**src/rtl/ref_ladder_pkg.sv**
```systemverilog
// Constants and carrier types for the reference ladder control block
package ref_ladder_pkg;
   // Register byte addresses
   localparam logic [3:0] ADDR_CTRL_FIRST = 4'h0;
   localparam logic [3:0] ADDR_CTRL_SECOND = 4'h4;
   localparam logic [3:0] ADDR_PARK = 4'h8;
   // First control register fields
   localparam int BIT_LADDER_ON = 7;
   localparam int BIT_PIN1_REF = 5;
   localparam int BIT_PIN2_REF = 4;
   localparam int BIT_POS_SRC = 2;
   localparam logic [7:0] CTRL_FIRST_MASK = 8'hb4;
   localparam logic [7:0] CTRL_FIRST_RST = 8'h00;
   // Second control register and park register fields
   localparam int LEVEL_W = 5;
   localparam logic [4:0] LEVEL_RST = 5'h00;
   localparam logic [4:0] LEVEL_ALL_ONES = 5'h1f;
   localparam logic [4:0] LEVEL_ALL_ZEROS = 5'h00;
   localparam int BIT_PARK = 0;
   localparam logic PARK_RST = 1'b0;
   // Tap index: 0 is the negative source, 32 the positive source
   localparam int TAP_W = 6;
   localparam logic [5:0] TAP_NEG = 6'h00;
   localparam logic [5:0] TAP_POS = 6'h20;
   localparam int NUM_PINS = 2;

   typedef struct packed {
      logic ladder_on;
      logic pos_source_pick;
      logic [5:0] tap;
   } ladder_drive_s;

   typedef struct packed {
      logic drive_out;
      logic drive_oe_n;
      logic detector_en;
      logic analog_sel;
   } pad_ctl_s;
endpackage

```
**src/rtl/ref_ladder_dac_control.sv**
```systemverilog
// Register slave and routing logic for the 32-level reference ladder
//
// Design decisions made here: the placing of the registers and the Avalon-MM slave port.
`timescale 1ns/1ps
module ref_ladder_dac_control (
   // Clock and reset
   input wire logic core_clk,
   input wire logic rst,
   // Avalon-MM slave
   input wire logic [3:0] address,
   input wire logic read,
   input wire logic write,
   input wire logic [3:0] byteenable,
   input wire logic [31:0] writedata,
   output logic [31:0] readdata,
   output logic waitrequest,
   // Ladder analog control
   output ref_ladder_pkg::ladder_drive_s ladder_drive,
   output logic [5:0] cmp_ref_tap,
   output logic [5:0] adc_ref_tap,
   output logic cmp_ref_valid,
   output logic adc_ref_valid,
   // Port logic side of the two output pins
   input wire logic [1:0] port_out,
   input wire logic [1:0] port_oe_n,
   output logic [1:0] port_read,
   // Pad side of the two output pins
   input wire logic [1:0] pad_in,
   output ref_ladder_pkg::pad_ctl_s [1:0] pad_ctl
);
   import ref_ladder_pkg::*;

   logic ack_r;
   logic [31:0] readdata_r;
   logic [7:0] ctrl_first_r;
   logic [4:0] level_r;
   logic park_r;
   ladder_drive_s drive_r;
   ladder_drive_s drive_nxt;
   logic [5:0] cmp_tap_r;
   logic [5:0] adc_tap_r;
   logic cmp_valid_r;
   logic adc_valid_r;
   logic [1:0] route;
   logic [1:0] port_read_r;
   pad_ctl_s [1:0] pad_r;
   logic req;
   logic wr_acc;
   logic lane0;

   // One wait state per access
   assign req = read | write;
   assign waitrequest = req & ~ack_r;
   assign wr_acc = write & ack_r;
   assign lane0 = byteenable[0];

   always_ff @(posedge core_clk) begin
      if (rst) begin
         ack_r <= 1'b0;
      end else begin
         ack_r <= req & ~ack_r;
      end
   end

   // Read data captured in the wait cycle, stands at the accepting edge
   always_ff @(posedge core_clk) begin
      if (rst) begin
         readdata_r <= 32'h0000_0000;
      end else if (read & ~ack_r) begin
         if (address == ADDR_CTRL_FIRST) begin
            readdata_r <= {24'h00_0000, ctrl_first_r & CTRL_FIRST_MASK};
         end else if (address == ADDR_CTRL_SECOND) begin
            readdata_r <= {27'h000_0000, level_r};
         end else if (address == ADDR_PARK) begin
            readdata_r <= {31'h0000_0000, park_r};
         end else begin
            readdata_r <= 32'h0000_0000;
         end
      end
   end
   assign readdata = readdata_r;

   // Control registers change only by bus write or reset
   always_ff @(posedge core_clk) begin
      if (rst) begin
         ctrl_first_r <= CTRL_FIRST_RST;
      end else if (wr_acc && lane0 && address == ADDR_CTRL_FIRST) begin
         ctrl_first_r <= writedata[7:0] & CTRL_FIRST_MASK;
      end
   end

   always_ff @(posedge core_clk) begin
      if (rst) begin
         level_r <= LEVEL_RST;
      end else if (wr_acc && lane0 && address == ADDR_CTRL_SECOND) begin
         level_r <= writedata[LEVEL_W-1:0];
      end
   end

   always_ff @(posedge core_clk) begin
      if (rst) begin
         park_r <= PARK_RST;
      end else if (wr_acc && lane0 && address == ADDR_PARK) begin
         park_r <= writedata[BIT_PARK];
      end
   end

   // Ladder tap selection
   always_comb begin
      drive_nxt.ladder_on = ctrl_first_r[BIT_LADDER_ON];
      drive_nxt.pos_source_pick = ctrl_first_r[BIT_POS_SRC];
      if (ctrl_first_r[BIT_LADDER_ON]) begin
         drive_nxt.tap = {1'b0, level_r};
      end else if (park_r && level_r == LEVEL_ALL_ONES) begin
         drive_nxt.tap = TAP_POS;
      end else begin
         drive_nxt.tap = TAP_NEG;
      end
   end

   always_ff @(posedge core_clk) begin
      if (rst) begin
         drive_r <= '0;
      end else begin
         drive_r <= drive_nxt;
      end
   end
   assign ladder_drive = drive_r;

   // Internal reference consumers
   always_ff @(posedge core_clk) begin
      if (rst) begin
         cmp_tap_r <= TAP_NEG;
         adc_tap_r <= TAP_NEG;
         cmp_valid_r <= 1'b0;
         adc_valid_r <= 1'b0;
      end else begin
         cmp_tap_r <= drive_nxt.tap;
         adc_tap_r <= drive_nxt.tap;
         cmp_valid_r <= drive_nxt.ladder_on;
         adc_valid_r <= drive_nxt.ladder_on;
      end
   end
   assign cmp_ref_tap = cmp_tap_r;
   assign adc_ref_tap = adc_tap_r;
   assign cmp_ref_valid = cmp_valid_r;
   assign adc_ref_valid = adc_valid_r;

   assign route[0] = ctrl_first_r[BIT_PIN1_REF];
   assign route[1] = ctrl_first_r[BIT_PIN2_REF];

   // Pad override per pin
   genvar gi;
   generate
      for (gi = 0; gi < NUM_PINS; gi++) begin : g_pin
         always_ff @(posedge core_clk) begin
            if (rst) begin
               pad_r[gi] <= '{drive_out: 1'b0, drive_oe_n: 1'b1, detector_en: 1'b1, analog_sel: 1'b0};
               port_read_r[gi] <= 1'b0;
            end else if (route[gi]) begin
               pad_r[gi] <= '{drive_out: 1'b0, drive_oe_n: 1'b1, detector_en: 1'b0, analog_sel: 1'b1};
               port_read_r[gi] <= 1'b0;
            end else begin
               pad_r[gi] <= '{drive_out: port_out[gi], drive_oe_n: port_oe_n[gi], detector_en: 1'b1,
                              analog_sel: 1'b0};
               port_read_r[gi] <= pad_in[gi];
            end
         end
      end
   endgenerate
   assign pad_ctl = pad_r;
   assign port_read = port_read_r;

   // Checks
   property p_enable;
      @(posedge core_clk) disable iff (rst)
      (wr_acc && lane0 && address == ADDR_CTRL_FIRST) |-> ##2 ladder_drive.ladder_on == $past(writedata[7], 2);
   endproperty
   a_enable: assert property (p_enable) else $error("ladder enable does not follow write");

   property p_level;
      @(posedge core_clk) disable iff (rst)
      ##1 $past(ctrl_first_r[BIT_LADDER_ON]) |-> ladder_drive.tap == {1'b0, $past(level_r)};
   endproperty
   a_level: assert property (p_level) else $error("enabled tap differs from level code");

   property p_park_hi;
      @(posedge core_clk) disable iff (rst)
      (!ctrl_first_r[BIT_LADDER_ON] && park_r && level_r == LEVEL_ALL_ONES) |=> ladder_drive.tap == TAP_POS;
   endproperty
   a_park_hi: assert property (p_park_hi) else $error("park high not at positive source");

   property p_park_lo;
      @(posedge core_clk) disable iff (rst)
      (!ctrl_first_r[BIT_LADDER_ON] && !park_r && level_r == LEVEL_ALL_ZEROS) |=> ladder_drive.tap == TAP_NEG;
   endproperty
   a_park_lo: assert property (p_park_lo) else $error("park low not at negative source");

   property p_source;
      @(posedge core_clk) disable iff (rst)
      ##1 ladder_drive.pos_source_pick == $past(ctrl_first_r[BIT_POS_SRC]);
   endproperty
   a_source: assert property (p_source) else $error("positive source pick wrong");

   property p_route;
      @(posedge core_clk) disable iff (rst)
      ##1 pad_ctl[0].analog_sel == $past(ctrl_first_r[BIT_PIN1_REF]) &&
         pad_ctl[1].analog_sel == $past(ctrl_first_r[BIT_PIN2_REF]);
   endproperty
   a_route: assert property (p_route) else $error("pin routing wrong");

   property p_override;
      @(posedge core_clk) disable iff (rst)
      route[0] |=> pad_ctl[0].drive_oe_n && !pad_ctl[0].detector_en && !pad_ctl[0].drive_out;
   endproperty
   a_override: assert property (p_override) else $error("pin 1 digital path not overridden");

   property p_read_zero;
      @(posedge core_clk) disable iff (rst)
      route[1] |=> port_read[1] == 1'b0;
   endproperty
   a_read_zero: assert property (p_read_zero) else $error("routed pin read not zero");

   property p_internal;
      @(posedge core_clk) disable iff (rst)
      cmp_ref_tap == ladder_drive.tap && adc_ref_tap == ladder_drive.tap;
   endproperty
   a_internal: assert property (p_internal) else $error("internal reference taps disagree");

   property p_hold;
      @(posedge core_clk) disable iff (rst)
      !(wr_acc && address == ADDR_CTRL_FIRST) |=> $stable(ctrl_first_r);
   endproperty
   a_hold: assert property (p_hold) else $error("first control register changed without write");

   property p_reset;
      @(posedge core_clk)
      rst |=> ctrl_first_r == CTRL_FIRST_RST && level_r == LEVEL_RST && park_r == PARK_RST;
   endproperty
   a_reset: assert property (p_reset) else $error("reset did not clear controls");

   property p_unimpl;
      @(posedge core_clk) disable iff (rst)
      (ctrl_first_r & ~CTRL_FIRST_MASK) == 8'h00;
   endproperty
   a_unimpl: assert property (p_unimpl) else $error("unimplemented bit set");

   property p_wait;
      @(posedge core_clk) disable iff (rst)
      req |-> ##[0:1] !waitrequest;
   endproperty
   a_wait: assert property (p_wait) else $error("access not accepted in time");

   // Register writes land one edge after acceptance
   property p_ctrl_write;
      @(posedge core_clk) disable iff (rst)
      (wr_acc && lane0 && address == ADDR_CTRL_FIRST) |=>
         ctrl_first_r == ($past(writedata[7:0]) & CTRL_FIRST_MASK);
   endproperty
   a_ctrl_write: assert property (p_ctrl_write) else $error("first control write did not land");

   property p_level_write;
      @(posedge core_clk) disable iff (rst)
      (wr_acc && lane0 && address == ADDR_CTRL_SECOND) |=> level_r == $past(writedata[LEVEL_W-1:0]);
   endproperty
   a_level_write: assert property (p_level_write) else $error("level code write did not land");

   property p_park_write;
      @(posedge core_clk) disable iff (rst)
      (wr_acc && lane0 && address == ADDR_PARK) |=> park_r == $past(writedata[BIT_PARK]);
   endproperty
   a_park_write: assert property (p_park_write) else $error("park select write did not land");

   property p_lane_off;
      @(posedge core_clk) disable iff (rst)
      (wr_acc && !lane0) |=> $stable(ctrl_first_r) && $stable(level_r) && $stable(park_r);
   endproperty
   a_lane_off: assert property (p_lane_off) else $error("write without low byte lane changed a register");

   property p_wait_first;
      @(posedge core_clk) disable iff (rst)
      (req && !ack_r) |-> waitrequest;
   endproperty
   a_wait_first: assert property (p_wait_first) else $error("first request cycle not stalled");

   property p_park_other;
      @(posedge core_clk) disable iff (rst)
      (!ctrl_first_r[BIT_LADDER_ON] && !(park_r && level_r == LEVEL_ALL_ONES)) |=> ladder_drive.tap == TAP_NEG;
   endproperty
   a_park_other: assert property (p_park_other) else $error("disabled ladder not at negative source");

   // Consumer taps checked against the registers, not the drive copy
   property p_internal_on;
      @(posedge core_clk) disable iff (rst)
      ##1 $past(ctrl_first_r[BIT_LADDER_ON]) |-> cmp_ref_tap == {1'b0, $past(level_r)} &&
         adc_ref_tap == {1'b0, $past(level_r)} && cmp_ref_valid && adc_ref_valid;
   endproperty
   a_internal_on: assert property (p_internal_on) else $error("internal reference tap wrong");

   property p_ref_off;
      @(posedge core_clk) disable iff (rst)
      ##1 !$past(ctrl_first_r[BIT_LADDER_ON]) |-> !cmp_ref_valid && !adc_ref_valid;
   endproperty
   a_ref_off: assert property (p_ref_off) else $error("internal reference valid while disabled");

   property p_reset_out;
      @(posedge core_clk)
      rst |=> ladder_drive == '0 && port_read == 2'h0 &&
         !pad_ctl[0].analog_sel && !pad_ctl[1].analog_sel;
   endproperty
   a_reset_out: assert property (p_reset_out) else $error("reset did not clear outputs");

   property p_route_detect;
      @(posedge core_clk) disable iff (rst)
      !(pad_ctl[0].analog_sel && (pad_ctl[0].detector_en || !pad_ctl[0].drive_oe_n)) &&
         !(pad_ctl[1].analog_sel && (pad_ctl[1].detector_en || !pad_ctl[1].drive_oe_n));
   endproperty
   a_route_detect: assert property (p_route_detect) else $error("analog pin left with digital path");

   property p_override_pin2;
      @(posedge core_clk) disable iff (rst)
      route[1] |=> pad_ctl[1].drive_oe_n && !pad_ctl[1].detector_en && !pad_ctl[1].drive_out;
   endproperty
   a_override_pin2: assert property (p_override_pin2) else $error("pin 2 digital path not overridden");

   property p_read_zero_pin1;
      @(posedge core_clk) disable iff (rst)
      route[0] |=> port_read[0] == 1'b0;
   endproperty
   a_read_zero_pin1: assert property (p_read_zero_pin1) else $error("routed pin 1 read not zero");

   property p_pad_follow;
      @(posedge core_clk) disable iff (rst)
      ##1 (!$past(rst) && !$past(route[0])) |-> pad_ctl[0].drive_out == $past(port_out[0]) &&
         pad_ctl[0].drive_oe_n == $past(port_oe_n[0]) && pad_ctl[0].detector_en;
   endproperty
   a_pad_follow: assert property (p_pad_follow) else $error("unrouted pin 1 not following port");

   property p_read_follow;
      @(posedge core_clk) disable iff (rst)
      ##1 (!$past(rst) && !$past(route[1])) |-> port_read[1] == $past(pad_in[1]);
   endproperty
   a_read_follow: assert property (p_read_follow) else $error("unrouted pin 2 read not following pad");

   c_enabled: cover property (@(posedge core_clk) disable iff (rst) ladder_drive.ladder_on && ladder_drive.tap != TAP_NEG);
   c_park_lo: cover property (@(posedge core_clk) disable iff (rst) !ladder_drive.ladder_on && !park_r && ladder_drive.tap == TAP_NEG);
   c_park_hi: cover property (@(posedge core_clk) disable iff (rst) ladder_drive.tap == TAP_POS);
   c_both_pins: cover property (@(posedge core_clk) disable iff (rst) pad_ctl[0].analog_sel && pad_ctl[1].analog_sel);
   c_read: cover property (@(posedge core_clk) disable iff (rst) read && !waitrequest && address == ADDR_CTRL_FIRST);
endmodule

```
**config.mk**
```make
export PLATFORM = sky130hd
export DESIGN_NAME = ref_ladder_dac_control
export DESIGN_NICKNAME = d
export VERILOG_FILES = /design/src/rtl/ref_ladder_pkg.sv /design/src/rtl/ref_ladder_dac_control.sv
export SDC_FILE = /design/constraint.sdc
export NUM_CORES = 1
export LEC_CHECK = 0
export BUFFER_PORTS_ARGS = -buffer_cell sky130_fd_sc_hd__buf_2
export CAP_MARGIN = 0
export CORE_MARGIN = 2
export CORE_UTILIZATION = 25
export DETAILED_ROUTE_END_ITERATION = 12
export PLACE_DENSITY = 0.61
export SKIP_LAST_GASP = 1
export SLEW_MARGIN = 25
export SYNTH_ARGS = -nofsm -noshare
export SYNTH_HDL_FRONTEND = slang
export SYNTH_SLANG_ARGS = --single-unit
```
**constraint.sdc**
```tcl
create_clock -name core_clk -period 2.1 [get_ports core_clk]
set_input_delay 0.105 -clock core_clk [delete_from_list [all_inputs] [get_ports core_clk]]
set_output_delay 0.105 -clock core_clk [all_outputs]
set_load 0.01 [all_outputs]
```
Word level (Yosys, flattened, before mapping). Cells that the tools add are included.

Word-level logic and storage cells: 43. Flip-flop bits (word level): 61. Output and inout port bits: 65.

Bitwise operators: 5. Muxes and demuxes: 7. Eq/ne operators: 3. Reductions and logical operators: 9.

Operators with widths (number): $mux 5 (2); $mux 8 (1); $mux 6 (1); $reduce_or 2->1 (3); $eq 5x5->1 const B (1); $logic_and 1x1->1 (5); $eq 4x3->1 const B (1); $eq 4x4->1 const B (1); $logic_not 4->1 (1); $mux 2 (2); $and 1x1->1 (3); $mux 1 (1); $not 1->1 (1); $or 1x1->1 (1).

Longest topological paths before layout. Gate-level depths: netlist of run 1.

Depth after elaboration: 4. Depth in mapped cells: 4. Depth with buffers taken out: 3.

Least setup slack after synthesis of run 1. No wires, ideal clock.

Kind: register to register. Start: register ack_r. End: register ctrl_first_r[7]. Cell stages (with the launch flop): 4. Data required time: 1.979 ns. Data arrival time: 1.105 ns. Path slack: 0.874 ns. Path through: dfxtp_1 > nand3_1 > nor4_4 > mux2_4.

Word-level cells in the longest chain between the ends: 3.

RTL lines: start, declared (RTL line ref_ladder_dac_control.sv:33) `logic ack_r;`; start signal, assigned (RTL line ref_ladder_dac_control.sv:61) `ack_r <= req & ~ack_r;`; $and 1x1->1 (RTL line ref_ladder_dac_control.sv:54) `assign wr_acc = write & ack_r;`; $logic_and 1x1->1 (2 in series) (RTL line ref_ladder_dac_control.sv:87) `end else if (wr_acc && lane0 && address == ADDR_CTRL_FIRST) begin`; end signal, assigned (RTL line ref_ladder_dac_control.sv:88) `ctrl_first_r <= writedata[7:0] & CTRL_FIRST_MASK;`; end, declared (RTL line ref_ladder_dac_control.sv:35) `logic [7:0] ctrl_first_r;`.

No other way between the ends. A chain may end at the register's enable or synchronous reset.

Worst setup path after layout of run 1. Ends and elaborated chain as after synthesis.

==> results of run 1 <==
power groups by stage:
stage | logic (mW) | registers [mW] | clock network (mW)
after CTS | 0.111 | 0.697 | 0.628
after floorplan | 0.0942 | 0.717 | 0
after detailed placement | 0.108 | 0.713 | 0
final | 0.110 | 0.697 | 0.606
after global placement | 0.107 | 0.713 | 0
after global routing | 0.123 | 0.699 | 0.657
registers in the layout, indices dropped and copies added (netlist names):
name	flops
pad_ctl	8
readdata	7
adc_ref_valid	1
adc_ref_tap	6
ladder_drive	1
ctrl_first_r	4
park_r	1
port_read	2
ack_r	1
level_r	5
critical path: stages, from the launching register on:
cell and delay (ps):
dfxtp_1 400, nand3_1 160, nor4_4 410, mux2_4 340
synth_stat cells, types with 3 or more instances:
cell | instances | share of area (%)
nor3_1 | 4 | 1.2
inv_1 | 3 | 0.70
and2_1 | 5 | 1.9
nor2_1 | 4 | 0.93
clkbuf_1 | 4 | 0.93
nand2_1 | 5 | 1.2
dfxtp_1 | 36 | 45
nor3b_1 | 4 | 1.9
buf_4 | 39 | 18
mux2i_1 | 11 | 6.9
nand2b_1 | 15 | 5.8
nor2b_1 | 5 | 1.9
a21oi_1 | 4 | 1.2
nand3_1 | 6 | 1.9
cells by family after synthesis:
| family | after synthesis |
|---|---|
| AOI/OAI and AO/OA | 7 |
| buffers and inverters | 47 |
| DFF | 36 |
| muxes | 12 |
| other | 1 |
| and+or+nand+nor | 59 |
metal layers:
metal / vias up / track usage (%)
met5: - / 0
met4: 0 / 4.40
met3: 5 / 3.54
met2: 45 / 15.3
met1: 506 / 10.9
li1: 572 / -
worst max-delay path by stage:
stage                     slack (ps)  depth (start not counted)               to        from
after floorplan                  870                          3  ctrl_first_r[7]       ack_r
after global placement           680                          4  ctrl_first_r[7]  address[1]
after detailed placement         670                          4  ctrl_first_r[7]  address[1]
after CTS                        690                          3  ctrl_first_r[7]       ack_r
after global routing             590                          3  ctrl_first_r[7]       ack_r
final                            690                          3  ctrl_first_r[7]       ack_r
final cells by class:
cell class              instances  share of cell area [%]
inverters                       3                   0.589
repair buffers                 63                    17.0
well taps                      77                    5.04
clock buffers                   5                    3.60
multi-input cells             103                    33.8
flip-flops and latches         36                    37.7
clock inverters                 3                    2.23
==> summary.md, run 1 <==
| Metric | Value |
|---|---|
| Peak VDD IR | `0.309 mV` |
| Comb pwr share | `under 10%` |
| RSZ-0062 raised after global routing | `false` |
| Sw Ratio | `about 23%` |
| H-tree levels | `2` |
| Final instance area | `about 1900 µm²` |
| R2R cell count | `3` |
| DRC viols | `0` |
| Ant diodes | `0` |
| Synth-to-Final Area Change | `18.9%` |
| Synth Area in Simple Gates | `roughly a quarter` |
| Number of global-route vias before repair | `~1000` |
| Post-CTS sizing | `0` |
| Hold WC Path Type | `in -> reg` |
| Clk_lat worst skew | `slightly below 300 ps` |
| Hold EP | `pad_ctl[7]` |
| Mean Syn Cell Area | `roughly 10 µm²` |
| Hold path depth | `2` |
| Mapped Cells | `between 150 and 200` |
| Top Layer Used | `met4` |
| Post-Synth XOR/XNOR Area | `0%` |
| Total negative slack | `0 ps` |
| Std cell rows | `29` |
| # port buffers | `61` |
| Largest net degree at the start of global routing | `32` |
| Crit Path Category | `reg -> reg` |
| Average routed wire per standard cell | `approximately 11 µm` |
| Area of the multi-input gates | `646 µm²` |
| Main combinational cell family by area after synthesis | `simple AND/OR/NAND/NOR gates` |
| Placed cells | `280` |
| Remaining global-route overflow | `0` |
| Initial DRC count | `55` |
| Clock share of power | `approximately 43%` |
| Hold WS | `between 70 and 80 ps` |
| Post-synth EDFFs | `0` |
| Met1 WL | `1.38 mm` |
| Starting Density | `25.6%` |
| Post-Route Utilization | `a little under a third` |
| Fin nets | `262` |
| CTS tree | `built` |
| DP Wirelength | `about 2.5 mm` |
| Final Skew | `4.80 ps` |
| Final setup violation count | `0` |
| I/O pin cnt | `about 120` |
| Die Y | `~84 µm` |
| Sequential share of the synthesized area | `roughly 45%` |
| Die span in x | `approximately 84 µm` |
| Sequential fraction of design power | `49.3%` |
| Core area | `~6300 µm²` |
| Synth warn | `0` |
| Slew HR | `a little under 60%` |
| Post-CTS Setup Repair Bufs | `0` |
| Hold_buf cts | `2` |
| Adder-Cell Fraction of Synth Area | `0%` |
| Least-Margin Pin Slew | `between 600 and 700 ps` |
| Internal | `between 1 and 1.5 mW` |
| Max Clock Freq | `around 710 MHz` |
| Overall Global Routing Usage | `9.39%` |
| Multiplexer share of the synthesized area | `7.79%` |
| Post-Route WL | `around 3.2 mm` |
| Placed cell area | `between 1500 and 2000 µm²` |
| Critical Path Sink Type | `flop` |
| RR Endpoint | `ctrl_first_r[7]` |
| R2R Path Start | `ack_r` |
| Vias | `1128` |
| Period utilization | `67.2%` |
| Total Power | `between 1 and 1.5 mW` |
| Storage element area | `just over 700 µm²` |
| Crit path launch type | `flop` |
| Root Driver | `clkbuf_8` |
| Most common cell after layout, fill and taps aside | `buf_2` |
| R2R setup slack | `~700 ps` |
| CP max FO | `6` |
| Psw | `327 µW` |
| Most frequent cells in the layout | `buf_2 (61), dfxtp_1 (36), conb_1 (25), nand2b_1 (15), mux2i_1 (11)` |
| Post-synth ARST share | `0%` |
| Via density | `slightly below 4` |
| Met3 wire len | `242 µm` |
| Die ar. | `7080 µm²` |
| Buffer levels on the longest clock path | `2` |
| WL met2 | `around 1.6 mm` |
| Fraction of the mapped netlist area in compound gates | `around 2.6%` |
| Hold path start | `port_out[1]` |
| Final setup margin | `approximately 690 ps` |
| Sink Count | `36` |
| First-pass GRT wire length | `around 5.1 mm` |
| Max_cap viols | `0` |
| Final ANT Viol Nets | `0` |
| Worst EP required | `around 2300 ps` |
| Status | `complete, no violations` |
| RD Place Congestion | `0.741` |
| Initial antenna violation count | `0` |
| Final min period | `roughly 1400 ps` |
| Non-Filler Instances | `between 200 and 300` |
| Filler Cells Inserted | `679` |
| CTS buffer count | `5` |
| Place WS | `~670 ps` |
| Critical Path AT | `roughly 1600 ps` |
| Final Hold Fails | `0` |
| Final Max Slew Viols | `0` |
| Synth Register Bits | `36` |
| Leak | `between 0.8 and 0.9 nW` |
| Mapped cell area | `1610 µm²` |
| Cell variety after synth | `28` |
| Share of cells above drive strength 1 | `about 34%` |
| Top_reg_cell synth | `dfxtp_1` |
| Worst-path clk slew | `about 70 ps` |
| P per Cell Area | `about 740 nW/µm²` |
| First drt pass iteration count | `2` |
Note: power is estimated with default switching activity, not from simulation.
==> inputs of run 2 (changes only) <==
PLACE_DENSITY = 0.63   (was 0.61)
clock period = 1.23 ns   (was 2.1 ns; I/O delays follow)
==> run 2 against run 1 <==
Compared with the run above:
- design area grew 2.4%
- hold slack worse by 50 ps
- count of clock-buffer cells in the layout did not move
- register-to-register slack got worse by 670 ps
- clock skew increased by 0.93 ps
- sequential power rose by 71%
- die area unchanged
- highest routed layer unchanged
- first-iteration DRC count unchanged
- global-route usage shrank 0.22 points
- largest cell class unchanged
==> summary.md, run 2 (synthesized netlist as in run 1, its figures left out) <==
| Metric | Value |
|---|---|
| Synth-to-Final Area Change | `21.8%` |
| Largest net degree at the start of global routing | `18` |
| Share of cells above drive strength 1 | `around two fifths` |
| Final setup violation count | `0` |
| Starting Density | `25.6%` |
| Final Skew | `about 5.7 ps` |
| Final Max Slew Viols | `0` |
| Std cell rows | `29` |
| Placed cell area | `roughly 1800 µm²` |
| Place WS | `around 42 ps` |
| Root Driver | `clkbuf_8` |
| Final ANT Viol Nets | `0` |
| Final min period | `approximately 1200 ps` |
| Buf/Inv on CP | `1` |
| DP Wirelength | `between 2 and 3 mm` |
| CTS buffer count | `5` |
| I/O pin cnt | `roughly 120` |
| Worst EP required | `1440 ps` |
| Vias | `~1200` |
| Crit path launch type | `flop` |
| Final instance area | `between 1500 and 2000 µm²` |
| Die ar. | `just over 7000 µm²` |
| CP max FO | `4` |
| Post-Route WL | `3.25 mm` |
| Most frequent cells in the layout | `buf_2 (61), dfxtp_1 (35), conb_1 (25), nand2b_1 (15), mux2i_1 (10)` |
| Filler Cells Inserted | `just under 700` |
| Number of global-route vias before repair | `about 1000` |
| Max Clock Freq | `roughly 830 MHz` |
| Status | `complete, no violations` |
| Buffer levels on the longest clock path | `2` |
| First drt pass iteration count | `4` |
| Final setup margin | `22.1 ps` |
| Die span in x | `between 80 and 90 µm` |
| Slowest CP cell | `dfxtp_2` |
| Peak VDD IR | `between 0.6 and 0.7 mV` |
| Post-Route Utilization | `a little under a third` |
| Leak | `between 0.9 and 1 nW` |
| Via density | `3.89` |
| Total Power | `roughly 2.2 mW` |
| Final Hold Fails | `0` |
| Total negative slack | `0 ps` |
| Hold WC Path Type | `in -> reg` |
| Initial antenna violation count | `0` |
| Max_cap viols | `0` |
| DRC viols | `0` |
| Period utilization | `around 98%` |
| Max reg flops | `8` |
| H-tree levels | `2` |
| Hold WS | `~27 ps` |
| Initial DRC count | `55` |
| Worst-path clk slew | `80 ps` |
| Fin nets | `between 200 and 300` |
| Overall Global Routing Usage | `around 9.2%` |
| CP delay by family, top | `simple AND/OR/NAND/NOR gates` |
| R2R setup slack | `roughly 22 ps` |
| Placed cells | `approximately 290` |
| Storage element area | `approximately 720 µm²` |
| Critical Path AT | `1420 ps` |
| P per Cell Area | `1140 nW/µm²` |
| Area of the multi-input gates | `around 650 µm²` |
| Average routed wire per standard cell | `10.9 µm` |
| Most common cell after layout, fill and taps aside | `buf_2` |
| CTS tree | `built` |
| Ant diodes | `0` |
| Crit Path Category | `reg -> reg` |
| # port buffers | `61` |
| Non-Filler Instances | `298` |
| First-pass GRT wire length | `roughly 5 mm` |
| Core area | `between 6000 and 7000 µm²` |
| Sink Count | `36` |
| Post-CTS Setup Repair Bufs | `0` |
| Critical Path Sink Type | `flop` |
| Remaining global-route overflow | `0` |
| Die Y | `~84 µm` |
| Max stage delay on crit path | `350 ps` |
| CP Cell Sequence | `nand3_2 -> nor4_4 -> buf_4 -> mux2i_2` |
| Clk_lat worst skew | `about 280 ps` |
| RD Place Congestion | `0.743` |
[run 2: changes by cell type in the layout (fill, tap and decap cells not counted), sizes merged]
cell      delta
clkinvlp     -1
clkinv       +2
bufinv       -1
buf          +8
[run 2: repair_timing]
action / in CTS / in global routing
endpoints found under the setup margin: 0 / 1
gates resized for setup: 0 / 3
hold buffers: 2 / 0
hold endpoints to repair: 2 / 0
[run 2: final timing paths]
check,start,end,depth (start not counted)
hold / removal,writedata[1],level_r[1],3
setup / recovery,ack_r,ctrl_first_r[2],4
hold reg to reg,readdata[1],readdata[1],2
setup reg to reg,ack_r,ctrl_first_r[2],4
[run 2: layout make-up]
cell class | count | share of cell area, %
flip-flops and latches | 36 | 36.9
multi-input cells | 103 | 33.4
repair buffers | 71 | 19.7
well taps | 77 | 4.92
clock buffers | 5 | 3.52
clock inverters | 3 | 0.959
inverters | 3 | 0.575
[run 2: metal layers]
metal	global-route usage [%]	routed length, µm	share of wire (%)
met4	3.08	31	0.95
met1	10.3	1310	40
met3	3.74	308	9.5
met5	0	0	0
met2	15.8	1600	49
[run 2: report_power, final]
| group | total [mW] | internal (mW) | switching [mW] |
|---|---|---|---|
| clock | 0.825 | 0.394 | 0.431 |
| sequential | 1.19 | 1.18 | 0.00707 |
| combinational | 0.209 | 0.0874 | 0.122 |
[run 2: worst min-delay path: cells and delay by family]
kind | cells | cell delay (ps)
muxes | 1 | 60
and+or+nand+nor | 1 | 50
buffers and inverters | 1 | 90
